### src/sqs_pkg.sv
/*
  Package for the serial quad status block: register offsets, field
  layout, reset values, carriers, plus the sticky event flag module.
  Assumes a single 200 MHz clock and a synchronous active-low reset.
*/
`timescale 1ns/1ps
`default_nettype none

package sqs_pkg;
  localparam int          SQS_AW          = 12;
  localparam int          SQS_DW          = 32;
  localparam int          SQS_NSTICKY     = 4;
  // Register byte offsets
  localparam logic [11:0] SQS_OFS_STAT2   = 12'h000;
  localparam logic [11:0] SQS_OFS_IRQ_STS = 12'h004;
  localparam logic [11:0] SQS_OFS_IRQ_MSK = 12'h008;
  // Field positions in serial_quad_status_two
  localparam int          SQS_CMD_LSB     = 16;
  localparam int          SQS_SPACE_LSB   = 7;
  localparam int          SQS_LINE_LSB    = 3;
  localparam int          SQS_RECEIVE_FIFO_UNDERFLOW_BIT    = 1;
  localparam int          SQS_TRANSMIT_FIFO_OVERFLOW_BIT    = 0;
  // Sticky flag indexes
  localparam int          SQS_STK_TRANSMIT_FIFO_OVERFLOW    = 0;
  localparam int          SQS_STK_RECEIVE_FIFO_UNDERFLOW    = 1;
  localparam int          SQS_STK_ITXOV   = 2;
  localparam int          SQS_STK_IRXUN   = 3;
  // Free space encoding
  localparam logic [5:0]  SQS_FREE_MAX    = 6'h20;
  localparam logic [5:0]  SQS_FREE_TOP    = 6'h1F;
  localparam logic [4:0]  SQS_SPACE_FULL  = 5'h1F;
  localparam logic [4:0]  SQS_SPACE_TOP   = 5'h1E;
  localparam logic [31:0] SQS_ZERO32      = 32'h0000_0000;
  localparam logic [1:0]  SQS_MASK_RST    = 2'h0;

  typedef enum logic [1:0] {
    SQS_CMD_IDLE = 2'b00,
    SQS_CMD_TX   = 2'b01,
    SQS_CMD_RX   = 2'b10,
    SQS_CMD_RSVD = 2'b11
  } sqs_cmd_t;

  // Status inputs from the transfer engine
  typedef struct packed {
    sqs_cmd_t   cmd;
    logic [5:0] fifo_free;
    logic [3:0] line_active;
    logic       rx_underflow;
    logic       tx_overflow;
  } sqs_core_in_t;

  // APB request
  typedef struct packed {
    logic              psel;
    logic              penable;
    logic              pwrite;
    logic [SQS_AW-1:0] paddr;
    logic [SQS_DW-1:0] pwdata;
  } sqs_apb_req_t;
endpackage

module sqs_sticky
  import sqs_pkg::*;
(
  input  wire logic                   ref_clk,  // Clock
  input  wire logic                   reset_n,  // Sync reset
  input  wire logic [SQS_NSTICKY-1:0] set_i,    // Event pulses
  input  wire logic [SQS_NSTICKY-1:0] clr_i,    // Clear pulses
  output logic      [SQS_NSTICKY-1:0] flag_q    // Sticky flags
);
  typedef struct packed {
    logic [SQS_NSTICKY-1:0] flag;
  } sqs_stk_state_t;

  sqs_stk_state_t st_q;
  sqs_stk_state_t st_d;

  always_comb begin
    st_d = st_q;
    for (int i = 0; i < SQS_NSTICKY; i++) begin
      // Set wins over clear
      st_d.flag[i] = set_i[i] | (st_q.flag[i] & ~clr_i[i]);
    end
  end

  always_ff @(posedge ref_clk) begin
    if (!reset_n) begin
      st_q <= '0;
    end else begin
      st_q <= st_d;
    end
  end

  assign flag_q = st_q.flag;
endmodule

`default_nettype wire

### src/sqs_status_two.sv
/*
  Second status register of the serial quad controller, with APB slave,
  sticky event flags and one masked interrupt output.
  Assumes transfer-engine inputs synchronous to ref_clk, events one-cycle.
*/
// Behaviour
// - Bits 17:16 show the command state: 00 idle, 01 transmit, 10 receive, 11 never shown.
// - Bits 11:7 show free control FIFO space, all ones for 32 bytes down to zero for none.
// - Bit 6 is high while data line 3 carries data, one ref_clk cycle late.
// - Bit 5 is high while data line 2 carries data, one ref_clk cycle late.
// - Bits 31:18 and 15:12 always read zero.
// - Bit 4 follows data line 1 and bit 3 follows data line 0.
// - Bit 1 flags a receive FIFO underflow; bit 2 reads zero.
// - Bit 0 flags a transmit FIFO overflow.
`timescale 1ns/1ps
`default_nettype none

module sqs_status_two
  import sqs_pkg::*;
(
  input  wire logic              ref_clk,  // 200 MHz clock
  input  wire logic              reset_n,  // Sync reset, active low
  input  wire sqs_apb_req_t      apb_req,  // APB request
  output logic                   pready,   // APB ready
  output logic      [SQS_DW-1:0] prdata,   // APB read data
  output logic                   pslverr,  // APB error
  input  wire sqs_core_in_t      core_in,  // Engine status
  output logic                   irq       // Level interrupt
);
  //////////////////////////////////////////////////////////////////////////////
  typedef struct packed {
    logic [1:0]        cmd;
    logic [4:0]        space;
    logic [3:0]        lines;
    logic [SQS_DW-1:0] rdata;
    logic              slverr;
    logic [1:0]        mask;
    logic              irq;
  } sqs_state_t;

  sqs_state_t             st_q;
  sqs_state_t             st_d;
  logic [SQS_NSTICKY-1:0] stk_q;
  logic [SQS_NSTICKY-1:0] stk_set;
  logic [SQS_NSTICKY-1:0] stk_clr;
  logic                   setup_rd;
  logic                   access;
  logic [SQS_DW-1:0]      stat2_val;
  logic [SQS_DW-1:0]      irq_val;
  logic [SQS_DW-1:0]      mask_val;

  //////////////////////////////////////////////////////////////////////////////
  // Register images
  always_comb begin
    stat2_val = SQS_ZERO32;
    stat2_val[SQS_CMD_LSB +: 2]   = st_q.cmd;
    stat2_val[SQS_SPACE_LSB +: 5] = st_q.space;
    stat2_val[SQS_LINE_LSB +: 4]  = st_q.lines;
    stat2_val[SQS_RECEIVE_FIFO_UNDERFLOW_BIT]       = stk_q[SQS_STK_RECEIVE_FIFO_UNDERFLOW];
    stat2_val[SQS_TRANSMIT_FIFO_OVERFLOW_BIT]       = stk_q[SQS_STK_TRANSMIT_FIFO_OVERFLOW];
    irq_val = SQS_ZERO32;
    irq_val[SQS_RECEIVE_FIFO_UNDERFLOW_BIT] = stk_q[SQS_STK_IRXUN];
    irq_val[SQS_TRANSMIT_FIFO_OVERFLOW_BIT] = stk_q[SQS_STK_ITXOV];
    mask_val = SQS_ZERO32;
    mask_val[1:0] = st_q.mask;
  end

  assign setup_rd = apb_req.psel & ~apb_req.penable & ~apb_req.pwrite;
  assign access   = apb_req.psel & apb_req.penable;

  //////////////////////////////////////////////////////////////////////////////
  always_comb begin
    st_d = st_q;
    // Status fields track the engine every cycle
    st_d.cmd = (core_in.cmd == SQS_CMD_RSVD) ? SQS_CMD_IDLE : core_in.cmd;
    if (core_in.fifo_free >= SQS_FREE_MAX) begin
      st_d.space = SQS_SPACE_FULL;
    end else if (core_in.fifo_free == SQS_FREE_TOP) begin
      st_d.space = SQS_SPACE_TOP;
    end else begin
      st_d.space = core_in.fifo_free[4:0];
    end
    st_d.lines = core_in.line_active;
    // Read data latched in the setup cycle
    if (setup_rd) begin
      st_d.slverr = 1'b0;
      case (apb_req.paddr)
        SQS_OFS_STAT2:   st_d.rdata = stat2_val;
        SQS_OFS_IRQ_STS: st_d.rdata = irq_val;
        SQS_OFS_IRQ_MSK: st_d.rdata = mask_val;
        default: begin
          st_d.rdata  = SQS_ZERO32;
          st_d.slverr = 1'b1;
        end
      endcase
    end else if (apb_req.psel & ~apb_req.penable) begin
      st_d.rdata  = SQS_ZERO32;
      st_d.slverr = !(apb_req.paddr == SQS_OFS_STAT2 || apb_req.paddr == SQS_OFS_IRQ_STS ||
                      apb_req.paddr == SQS_OFS_IRQ_MSK);
    end
    // Only the mask is writable; status writes are ignored
    if (access && apb_req.pwrite && apb_req.paddr == SQS_OFS_IRQ_MSK) begin
      st_d.mask = apb_req.pwdata[1:0];
    end
    st_d.irq = |(irq_val[1:0] & st_d.mask);
  end

  always_ff @(posedge ref_clk) begin
    if (!reset_n) begin
      st_q <= '{cmd: SQS_CMD_IDLE, space: '0, lines: '0, rdata: SQS_ZERO32,
                slverr: 1'b0, mask: SQS_MASK_RST, irq: 1'b0};
    end else begin
      st_q <= st_d;
    end
  end

  //////////////////////////////////////////////////////////////////////////////
  // Sticky flags; a read clears only the bits it returned
  always_comb begin
    stk_set = '0;
    stk_clr = '0;
    stk_set[SQS_STK_RECEIVE_FIFO_UNDERFLOW]  = core_in.rx_underflow;
    stk_set[SQS_STK_TRANSMIT_FIFO_OVERFLOW]  = core_in.tx_overflow;
    stk_set[SQS_STK_IRXUN] = core_in.rx_underflow;
    stk_set[SQS_STK_ITXOV] = core_in.tx_overflow;
    if (access && !apb_req.pwrite && apb_req.paddr == SQS_OFS_STAT2) begin
      stk_clr[SQS_STK_RECEIVE_FIFO_UNDERFLOW] = st_q.rdata[SQS_RECEIVE_FIFO_UNDERFLOW_BIT];
      stk_clr[SQS_STK_TRANSMIT_FIFO_OVERFLOW] = st_q.rdata[SQS_TRANSMIT_FIFO_OVERFLOW_BIT];
    end
    if (access && !apb_req.pwrite && apb_req.paddr == SQS_OFS_IRQ_STS) begin
      stk_clr[SQS_STK_IRXUN] = st_q.rdata[SQS_RECEIVE_FIFO_UNDERFLOW_BIT];
      stk_clr[SQS_STK_ITXOV] = st_q.rdata[SQS_TRANSMIT_FIFO_OVERFLOW_BIT];
    end
  end

  sqs_sticky u_sticky (
    .ref_clk (ref_clk),
    .reset_n (reset_n),
    .set_i   (stk_set),
    .clr_i   (stk_clr),
    .flag_q  (stk_q)
  );

  assign pready  = 1'b1;
  assign prdata  = st_q.rdata;
  assign pslverr = st_q.slverr & access;
  assign irq     = st_q.irq;
endmodule

`default_nettype wire

### config.mk
export PLATFORM = sky130hd
export DESIGN_NAME = sqs_status_two
export DESIGN_NICKNAME = d
export VERILOG_FILES = /design/src/sqs_pkg.sv /design/src/sqs_status_two.sv
export SDC_FILE = /design/constraint.sdc
export NUM_CORES = 1
export LEC_CHECK = 0
export BUFFER_PORTS_ARGS = -buffer_cell sky130_fd_sc_hd__buf_2
export CAP_MARGIN = 15
export CORE_ASPECT_RATIO = 0.6
export CORE_MARGIN = 1.5
export CORE_UTILIZATION = 46
export CTS_CLUSTER_SIZE = 14
export DETAILED_ROUTE_END_ITERATION = 12
export PLACE_DENSITY = 0.84
export SYNTH_ARGS = -nofsm -noshare
export SYNTH_HDL_FRONTEND = slang
export SYNTH_HIERARCHICAL = 1
export SYNTH_SLANG_ARGS = --single-unit
### constraint.sdc
create_clock -name ref_clk -period 2.3 [get_ports ref_clk]
set_input_delay 0.23 -clock ref_clk [delete_from_list [all_inputs] [get_ports ref_clk]]
set_output_delay 0.23 -clock ref_clk [all_outputs]
set_load 0.01 [all_outputs]
; ---- After elaboration in Yosys (flattened, before gate mapping)
; Cells that the tools add are included.
; W data, S select, Z words.
[classes]
add_sub_neg = 0
n_mul = 0
div_mod_pow = 0
n_lt_le_gt_ge = 1
n_eq_ne = 4
shifts = 0
muxes = 9
n_bitwise = 20
n_reduce_logical = 14
[op_table]
columns = op, count
row1 = $mux W33, 2
row2 = $pmux W18 S3, 1
row3 = $eq A12 B3 Y1 const B, 1
row4 = $eq A12 B4 Y1 const B, 1
row5 = $logic_not A12 Y1, 1
row6 = $mux W5, 2
row7 = $and A1 B1 Y1, 8
row8 = $not A1 Y1, 7
row9 = $eq A6 B5 Y1 const B, 1
row10 = $ge A6 B6 Y1 const B, 1
row11 = $mux W2, 3
row12 = $logic_and A1 B1 Y1, 5
row13 = $or A1 B1 Y1, 4
row14 = $reduce_or A2 Y1, 2
row15 = $reduce_or A3 Y1, 1
row16 = $and A2 B2 Y2, 1
row17 = $eq A2 B2 Y1 const B, 1
row18 = $logic_not A1 Y1, 2
row19 = $logic_or A1 B1 Y1, 2
row20 = $reduce_bool A2 Y1, 1
row21 = $mux W1, 1
[totals]
regBits = 51
latchBits = 0
ram_bits = 0
rom_bits = 0
inputBits = 63
output_inout_bits = 35
word_cells = 56
mem_count = 0

; ---- Logic depth before layout (Yosys ltp)
; Gate-level depths: netlist (run 1).
[depth]
depth_word = 7
mapped_depth = 5
mapped_depth_nobuf = 5

; ---- By module
; The synthesis (run 1) kept the hierarchy.
[modules_own_cells]
columns = mod, n_inst, cells_each, area_per_inst_um2
row1 = sqs_status_two, 1, 162, 1483.9
row2 = sqs_sticky, 1, 12, 165.2

; ---- Least setup slack after synthesis (run 1)
; Ideal clock, no wire load.
[synth_timing]
kind = in2reg
from = input port apb_req[41] in the netlist's numbering
to = register u_sticky.st_q (netlist bit u_sticky/flag_q[0])
setup_ps = 115
arrival_ps = 1322
t_required_ps = 2185
slack_ps = 864
cell_stages = 5
n_path_buf = 0
cell_sequence = nor4_4 > nand4b_1 > nor4_1 > nor2b_4 > o21a_1
[synth_between]
elab_chain_cells = 6
[synth_lines]
columns = element, line_no
row1 = from (decl), sqs_status_two.sv:23  ; input wire sqs_apb_req_t apb_req,
row2 = $logic_not A12 Y1, sqs_status_two.sv:126  ; if (access && !apb_req.pwrite && apb_req.paddr == SQS_OFS_STAT2) begin
row3 = $logic_and A1 B1 Y1, sqs_status_two.sv:126
row4 = $mux W2, sqs_status_two.sv:126
row5 = via stk_clr[0], sqs_status_two.sv:45  ; logic [SQS_NSTICKY-1:0] stk_clr;
row6 = $not A1 Y1, sqs_pkg.sv:82  ; st_d.flag[i] = set_i[i] | (st_q.flag[i] & ~clr_i[i]);
row7 = $and A1 B1 Y1, sqs_pkg.sv:82
row8 = $or A1 B1 Y1, sqs_pkg.sv:82
row9 = to (signal assigned), sqs_pkg.sv:90  ; st_q <= st_d;
row10 = to (decl), sqs_pkg.sv:75  ; sqs_stk_state_t st_q;
; The timed path passes the listed nets, and every way through them passes these cells.
; A chain may end at the register's enable or synchronous reset.

; ---- Worst setup path after layout (run 1)
[layout_timing]
from = input port apb_req[33] in the netlist's numbering
to = register u_sticky.st_q (netlist bit u_sticky/flag_q[0])
; Same word-level chain as after synthesis.

==> results of run 1 <==
## final timing paths
kind	end	cells past startpoint	from	slack, ns
worst min-delay path	st_q[45]	2	core_in[13]	0.11
worst max register to register	u_sticky/flag_q[0]	4	prdata[0]	1.07
worst max-delay path	u_sticky/flag_q[0]	6	apb_req[33]	0.79
worst min register to register	prdata[5]	2	st_q[38]	0.44
## cells by family after synthesis
group / after synthesis
compound gates: 26
mux: 5
flops: 32
simple gates: 55
other cells: 2
buf+inv: 54
## final cells by class
class / count / area (um2)
Fill cell: 353 / 1500
Multi-Input combinational cell: 106 / 723
Sequential cell: 32 / 641
Timing Repair Buffer: 49 / 250
Clock buffer: 7 / 96.3
Tap cell: 45 / 56.3
Inverter: 13 / 48.8
Clock inverter: 1 / 30.0
## metal layers
layer	vias to the layer above	routed length [um]	GRT usage, %
li1	596	-	-
met1	519	1410	20.7
met2	47	1130	21.6
met3	5	213	6.17
met4	0	31	4.31
met5	-	0	0
## power by group
| group | internal (W) | switching, W | total, W | leakage [nW] |
|---|---|---|---|---|
| combinational | 0.0000522 | 0.0000648 | 0.000117 | 0.524 |
| clock | 0.000382 | 0.000193 | 0.000575 | 0.0645 |
| sequential | 0.000571 | 0.00000733 | 0.000579 | 0.262 |
## cells in the final DEF (no fill, tap or decap), types with 2 or more instances in the layout
cell	Yosys	final
nor2b_1	3	3
clkbuf_8	0	7
nor4_4	2	2
and3_1	2	2
o21ai_0	3	3
and2_1	4	4
nor3_1	2	2
nor4b_2	2	2
o21a_1	8	8
nor4_1	2	2
nand2_1	8	8
dfxtp_1	32	32
buf_2	0	47
and3b_1	2	2
nand2b_1	2	2
buf_4	34	2
a2bb2oi_1	2	2
inv_1	13	13
mux2i_1	5	5
o21ai_2	10	10
a22o_1	2	2
nand4_1	4	4
nor2b_4	4	4
conb_1	2	20
nand3_1	13	13
## metrics by stage
step / std cells / util (%) / setup slack (ns) / total power (W) / hold WS (ns)
2_1_floorplan: 192 / - / 0.864 / 0.000688 / 0.302
3_5_place_dp: 245 / 51.4 / 0.514 / 0.000708 / 0.401
3_3_place_gp: 245 / 51.4 / 0.549 / 0.000706 / 0.401
4_1_cts: 253 / 55.2 / 0.810 / 0.00129 / 0.105
5_1_grt: 253 / 55.2 / 0.721 / 0.00133 / 0.109
6_report: 253 / 55.2 / 0.790 / 0.00127 / 0.114
## registers in the layout, summed over array words and instances (netlist names)
register and cells:
mask_val 2, prdata 13, irq 1, st_q 12, u_sticky/flag_q 4
## critical path, stage by stage
cell and delay (ns):
buf_2 0.11, nor4bb_1 0.42, nand4b_1 0.27, nor4_1 0.42, nor2b_4 0.06, o21a_1 0.17
==> flow_metrics.tcl, run 1 <==
set metrics [dict create \
    drt_wl_total_um 2780 \
    dpl.hpwl_um 2110 \
    power_density_mw_per_mm2 689 \
    pin_count 98 \
    area_growth_pct 11.9 \
    cts_hold_buf 0 \
    synthTopCellsByCount "34 x buf_4, 32 x dfxtp_1, 13 x inv_1, 13 x nand3_1, 10 x o21ai_2" \
    via_per_inst 4.61 \
    synthCells 174 \
    cts_buffer_depth 2 \
    synth_compound_area_share_pct 12.3 \
    synthTopCellsByArea "dfxtp_1 39%, buf_4 15%, o21ai_2 5.3%" \
    cts_buffers 5 \
    drv_cap 0 \
    hold_viol 0 \
    ys_ff_latch 32 \
    min_period_ns 1.51 \
    yosys.area_share.simple_pct 24.0 \
    synth_edf_count 0 \
    drt_iter0_markers 57 \
    placed_area_mm2 0.00172 \
    yosys_warnings 6 \
    htree_levels 2 \
    timing.setup.tns_ns 0 \
    cts_tree "yes" \
    rsz0062_at_grt "no" \
    muxShareOfSynthArea_pct 3.03 \
    gp_congestion 0.700 \
    synth_top_family_by_area "simple AND/OR/NAND/NOR gates" \
    synth_top_flop_cell "dfxtp_1" \
    synthDominantCellAreaShare_pct 38.8 \
    grt_pass1_wl_um 4460 \
    rows 16 \
    synth_xor_area_share_pct 0 \
    crit_arrival_ns 1.68 \
    grt_pass1_vias 982 \
    critPathCaptureType "register" \
    ir_worst_vdd_mv 0.407 \
    syn_avg_cell_area_um2 9.48 \
    power_leakage_nw 0.851 \
    final_nets 270 \
    antenna_found_initial 0 \
    initial_utilization_pct 49.3 \
    clkLatencyLatePin_ns 0.27 \
    grt-ovfl-total 0 \
    drive_above_1_share_pct 36.1 \
    routedWlPerCell_um 11.0 \
    synth.most_common_cell "buf_4" \
    ys_seq_area_share_pct 38.8 \
    syn_area_mm2 0.00165 \
    coreArea_mm2 0.00334 \
    status "completed" \
    slew_violations 0 \
    die-height_um 49.4 \
    clock-skew-final_ns 0.00265 \
    io_buffers 47 \
    start_kind "input port" \
    synth_fa_ha_area_share_pct 0 \
    holdCritPathClass "input port to register" \
    cp_max_fo 4 \
    remaining_drc_errors 0 \
    async_flop_share_pct 0 \
    drt_first_pass_iters 4 \
    root_buffer "clkbuf_8" \
    synth_cell_types 32 \
    fin_area_mm2 0.00185 \
    period_share_pct 65.6 \
    die_w_um 80.3 \
    max_freq_mhz 662 \
    critical_path_class "input port to register" \
    cts_sinks 32 \
    setup_viol 0 \
    cts_setup_buffers 0 \
    ctsResizeCount 0 \
    grt_max_degree 37 \
    diodes 0 \
    antenna_left 0 \
    grt_util_all_layers_pct 15.1 \
    yosys.area.top_type "dfxtp_1" \
    crit_required_ns 2.47 \
    via_count 1167 \
    clkTransAtPathRegs_ns 0.06 \
    dieArea_mm2 0.00396 \
]
Power figures use the tool's default switching activity.
==> run 2, diff against run 1 <==
--- a/config.mk
+++ b/config.mk
@@ -5,14 +5,15 @@
 export SDC_FILE = /design/constraint.sdc
 export NUM_CORES = 1
 export LEC_CHECK = 0
+export ABC_AREA = 1
 export BUFFER_PORTS_ARGS = -buffer_cell sky130_fd_sc_hd__buf_2
 export CAP_MARGIN = 15
 export CORE_ASPECT_RATIO = 0.6
 export CORE_MARGIN = 1.5
-export CORE_UTILIZATION = 46
+export CORE_UTILIZATION = 38
 export CTS_CLUSTER_SIZE = 14
 export DETAILED_ROUTE_END_ITERATION = 12
-export PLACE_DENSITY = 0.84
+export PLACE_DENSITY = 0.75
 export SYNTH_ARGS = -nofsm -noshare
 export SYNTH_HDL_FRONTEND = slang
 export SYNTH_HIERARCHICAL = 1
==> constraint.sdc (replaced) <==
create_clock -name ref_clk -period 1.27 [get_ports ref_clk]
set_input_delay 0.127 -clock ref_clk [delete_from_list [all_inputs] [get_ports ref_clk]]
set_output_delay 0.127 -clock ref_clk [all_outputs]
set_load 0.01 [all_outputs]
==> flow_metrics.tcl, run 2 <==
set metrics [dict create \
    status "completed" \
    pin_count 98 \
    synthTopCellsByArea "dfxtp_1 40%, buf_4 16%, nand2_1 8.0%" \
    power_leakage_nw 0.927 \
    yosys_warnings 6 \
    drt_first_pass_iters 5 \
    cts_tree "yes" \
    synth.most_common_cell "nand2_1" \
    timing.setup.tns_ns 0 \
    placed_area_mm2 0.00170 \
    clkTransAtPathRegs_ns 0.07 \
    area_growth_pct 13.7 \
    cp_num_buf_inv 2 \
    internal-power_w 0.00168 \
    syn_area_mm2 0.00159 \
    clockPowerShare_pct 43.6 \
    power_density_mw_per_mm2 1200 \
    antenna_left 0 \
    via_per_inst 4.33 \
    cts_setup_buffers 0 \
    max_freq_mhz 1020 \
    drv_cap 0 \
    crit_slowest_cell "dfxtp_1" \
    grt_max_degree 16 \
    remaining_drc_errors 0 \
    async_flop_share_pct 0 \
    antenna_found_initial 0 \
    setup_viol 0 \
    holdCritPathClass "input port to register" \
    critical_path_class "register to output pin" \
    clkLatencyLatePin_ns 0.28 \
    worstPathCellList "inv_1 > nor2_1 > buf_2" \
    yosys.area.top_type "dfxtp_1" \
    drive_above_1_share_pct 26.4 \
    hold_viol 0 \
    p_comb_share_pct 8.2 \
    root_buffer "clkbuf_8" \
    via_count 1322 \
    ys_ff_latch 32 \
    power_switching_w 0.000491 \
    fin_area_mm2 0.00181 \
    slowest_delay_ns 0.30 \
    cts_sinks 32 \
    coreArea_mm2 0.00383 \
    cp_max_fo 2 \
    path_delay_family "flip-flops" \
    dieArea_mm2 0.00460 \
    synth_edf_count 0 \
    layout_common_cells "47 x buf_2, 34 x nand2_1, 32 x dfxtp_1, 31 x inv_1, 22 x nor2_1" \
    initial_utilization_pct 41.6 \
    clock-skew-final_ns 0.00528 \
    cts_buffers 5 \
    synthTopCellsByCount "34 x nand2_1, 33 x buf_4, 32 x dfxtp_1" \
    io_buffers 47 \
    final_common_cell "buf_2" \
    grt_util_all_layers_pct 15.2 \
    period_share_pct 77.6 \
    syn_avg_cell_area_um2 7.31 \
    ctsResizeCount 0 \
    synth_top_flop_cell "dfxtp_1" \
    crit_required_ns 1.14 \
    switching_share_pct 22.6 \
    largest_reg_flops 13 \
    grt_pass1_wl_um 5060 \
    routedWlPerCell_um 10.5 \
    rsz0062_at_grt "no" \
    gp_congestion 0.874 \
    crit_arrival_ns 0.86 \
    ys_seq_area_share_pct 40.2 \
    cts_buffer_depth 2 \
    synth_cell_types 21 \
    dpl.hpwl_um 2470 \
    htree_levels 2 \
    grt_pass1_vias 1128 \
    synthDominantCellAreaShare_pct 40.2 \
    min_period_ns 0.985 \
    drt_wl_total_um 3210 \
    p_seq_share_pct 48.2 \
    grt-ovfl-total 0 \
    ir_worst_vdd_mv 0.483 \
    start_kind "register" \
    diodes 0 \
    rows 17 \
    critPathCaptureType "output pin" \
    slew_violations 0 \
    synthCells 218 \
    drt_iter0_markers 68 \
    cts_hold_buf 0 \
    die-height_um 53.2 \
    final_nets 320 \
    die_w_um 86.6 \
]
## run 2: changes by cell type after synthesis, sizes merged, moves of 4 or more
cell	delta
mux2i	-5
nor4	-4
o21ai	-11
nor2b	-7
o21a	-8
nand3	+9
nor2	+25
inv	+18
nand2	+28
a21oi	+20
## run 2: cells by family (layout without fill, tap and decap cells)
group,count (synthesis),in the layout,synth area share (%)
simple gates,90,90,25.9
buf+inv,71,93,26.2
flops,32,32,40.2
compound gates,23,23,7.23
other cells,2,20,0.472
## run 2: layout make-up
class                           instances  area, um2
Sequential cell                        32        641
Clock buffer                            6       72.6
Multi-Input combinational cell        133        603
Clock inverter                          2       35.0
Inverter                               32        120
Timing Repair Buffer                   53        280
Tap cell                               47       58.8
Fill cell                             392       2020
## run 2: worst register-to-register path: stages, from the launching register on
cell	delay (ns)
dfxtp_1	0.37
nand3_1	0.09
nand3_1	0.10
nand2_1	0.06
a21oi_1	0.14
## run 2: path summary, 6_finish.rpt
| path | end | startpoint | cells past startpoint | slack, ns |
|---|---|---|---|---|
| worst max register to register | prdata[0] | u_sticky/flag_q[2] | 4 | 0.43 |
| worst min-delay path | st_q[38] | core_in[4] | 3 | 0.03 |
| worst max-delay path | pslverr | st_q[3] | 3 | 0.28 |
| worst min register to register | prdata[7] | st_q[40] | 2 | 0.46 |
## run 2: through the flow
| step | hold slack (ns) | power, W | instances | setup WS [ns] | utilization, % |
|---|---|---|---|---|---|
| after floorplan | 0.225 | 0.00121 | 236 | 0.192 | - |
| after global placement | 0.317 | 0.00124 | 297 | 0.0826 | 44.5 |
| after detailed placement | 0.321 | 0.00125 | 297 | 0.0355 | 44.5 |
| after CTS | 0.0291 | 0.00218 | 305 | 0.278 | 47.3 |
| after global routing | 0.0423 | 0.00227 | 305 | 0.213 | 47.3 |
| final | 0.0265 | 0.00217 | 305 | 0.285 | 47.3 |
## run 2: routing by layer
layer / vias up / wire (um) / GRT usage (%)
met5: - / 0 / 0
met4: 0 / 34 / 5.91
met3: 4 / 276 / 6.86
met2: 50 / 1310 / 20.7
met1: 575 / 1590 / 20.5
li1: 693 / - / -
## run 2: power by group through the flow
stage	combinational, W	clock (W)	sequential [W]
4_1_cts	0.000177	0.000957	0.00105
3_3_place_gp	0.000174	0	0.00107
5_1_grt	0.000205	0.00102	0.00105
6_report	0.000178	0.000947	0.00105
2_1_floorplan	0.000148	0	0.00107
3_5_place_dp	0.000176	0	0.00107
==> run 3, diff against run 2 <==
--- a/config.mk
+++ b/config.mk
@@ -10,10 +10,10 @@
 export CAP_MARGIN = 15
 export CORE_ASPECT_RATIO = 0.6
 export CORE_MARGIN = 1.5
-export CORE_UTILIZATION = 38
+export CORE_UTILIZATION = 43
 export CTS_CLUSTER_SIZE = 14
 export DETAILED_ROUTE_END_ITERATION = 12
-export PLACE_DENSITY = 0.75
+export PLACE_DENSITY = 0.8
 export SYNTH_ARGS = -nofsm -noshare
 export SYNTH_HDL_FRONTEND = slang
 export SYNTH_HIERARCHICAL = 1
==> constraint.sdc (replaced) <==
create_clock -name ref_clk -period 1 [get_ports ref_clk]
set_input_delay 0.1 -clock ref_clk [delete_from_list [all_inputs] [get_ports ref_clk]]
set_output_delay 0.1 -clock ref_clk [all_outputs]
set_load 0.01 [all_outputs]
==> flow_metrics.tcl, run 3 (synthesis gave the netlist of run 2 again) <==
set metrics [dict create \
    status "completed" \
    slew_violations 0 \
    gp_congestion 0.904 \
    cp_max_fo 2 \
    remaining_drc_errors 0 \
    final_util_pct 55.9 \
    worst_slack_ns 0.0636 \
    clkTransAtPathRegs_ns 0.06 \
    crit_arrival_ns 0.84 \
    pin_count 98 \
    drt_iter0_markers 82 \
    drv_cap 0 \
    start_kind "register" \
    die_w_um 81.6 \
    critPathCaptureType "output pin" \
    grt_pass1_wl_um 5200 \
    min_period_ns 0.936 \
    cts_tree "yes" \
    dpl.hpwl_um 2450 \
    htree_levels 2 \
    io_buffers 47 \
    cts_sinks 32 \
    drive_above_1_share_pct 29.4 \
    largest_reg_flops 13 \
    die-height_um 50.1 \
    root_buffer "clkbuf_8" \
    antenna_left 0 \
    layout_common_cells "47 x buf_2, 32 x nand2_1, 31 x dfxtp_1, 30 x inv_1, 21 x a21oi_1" \
    ir_worst_vdd_mv 0.629 \
    area_growth_pct 19.4 \
    drt_wl_total_um 3320 \
    hold_viol 0 \
    grt_util_all_layers_pct 17.3 \
    clock-skew-final_ns 0.00454 \
    finalPower_w 0.00278 \
    rsz0062_at_grt "no" \
    cts_buffer_depth 2 \
    cts_buffers 5 \
    antenna_found_initial 0 \
    grt_max_degree 18 \
    diodes 0 \
    pre_cts_ws_ns -0.201 \
    power_leakage_nw 0.954 \
    final_nets 324 \
    setup_viol 0 \
    grt_pass1_vias 1136 \
    period_share_pct 93.6 \
    coreArea_mm2 0.00340 \
    initial_utilization_pct 46.8 \
    crit_required_ns 0.90 \
    holdCritStartpoint "core_in[5]" \
    holdCritPathClass "input port to register" \
    dieArea_mm2 0.00409 \
    critical_path_class "register to output pin" \
    clkLatencyLatePin_ns 0.28 \
    via_per_inst 4.31 \
    crit_path_start "st_q[3]" \
    r2r-start "prdata[0]" \
    rows 16 \
    power_density_mw_per_mm2 1460 \
    max_freq_mhz 1070 \
    routedWlPerCell_um 10.8 \
    drt_first_pass_iters 4 \
    final_common_cell "buf_2" \
    via_count 1323 \
    grt-ovfl-total 0 \
]
[run 3: cell count changes in the layout (fill, tap and decap cells not counted), sizes merged]
cell         before  now
buf              53   55
dlygate4sd3       0    2
[run 3: area by class of cell]
type	instances	area (um2)
fill	326	1500
sequential	32	642
multi-input combinational	133	628
timing repair buffer	57	348
inverter	32	120
clock buffer	6	72.6
tap	45	56.3
clock inverter	2	35.0
[run 3: metrics by stage]
step	cell area, um2	TNS [ns]	cells	hold slack [ns]
6_report	1900	0	307	0.000993
5_1_grt	1900	0	307	0.00972
4_1_cts	1870	0	306	0.00227
3_5_place_dp	1750	-3.05	296	0.293
3_3_place_gp	1750	-2.19	296	0.293
2_1_floorplan	1670	-0.0456	236	0.198
[run 3: worst max-delay path, cell delays in order, from the launching register on]
cell	delay, ns
dfxtp_2	0.32
inv_2	0.03
nor2_1	0.07
buf_2	0.13
[run 3: what timing repair did]
action                     CTS  global route
resized for setup            0             7
setup endpoints to repair    0             6
hold buffers                 2             0
setup buffers                0             1
hold endpoints to repair     2             0
[run 3: report_power, final]
part / internal (W) / switching, W / total, W
registers: 0.00132 / 0.0000163 / 0.00133
clock network: 0.000738 / 0.000461 / 0.00120
logic: 0.000100 / 0.000151 / 0.000251
[run 3: path summary, 6_finish.rpt]
check / slack, ns / cells past startpoint / end
hold / removal: 0.001 / 3 / st_q[39]
setup / recovery: 0.06 / 3 / pslverr
setup reg to reg: 0.13 / 5 / u_sticky/flag_q[2]
hold reg to reg: 0.46 / 2 / prdata[11]
[run 3: routing by layer]
metal  global-route usage, %  part of all wire [%]  up-vias
met2                    24.5                    43       50
met3                    6.36                   9.3        5
met4                    6.78                   1.3        0
met1                    23.8                    46      566
met5                       0                     0        -
li1                        -                     -      702
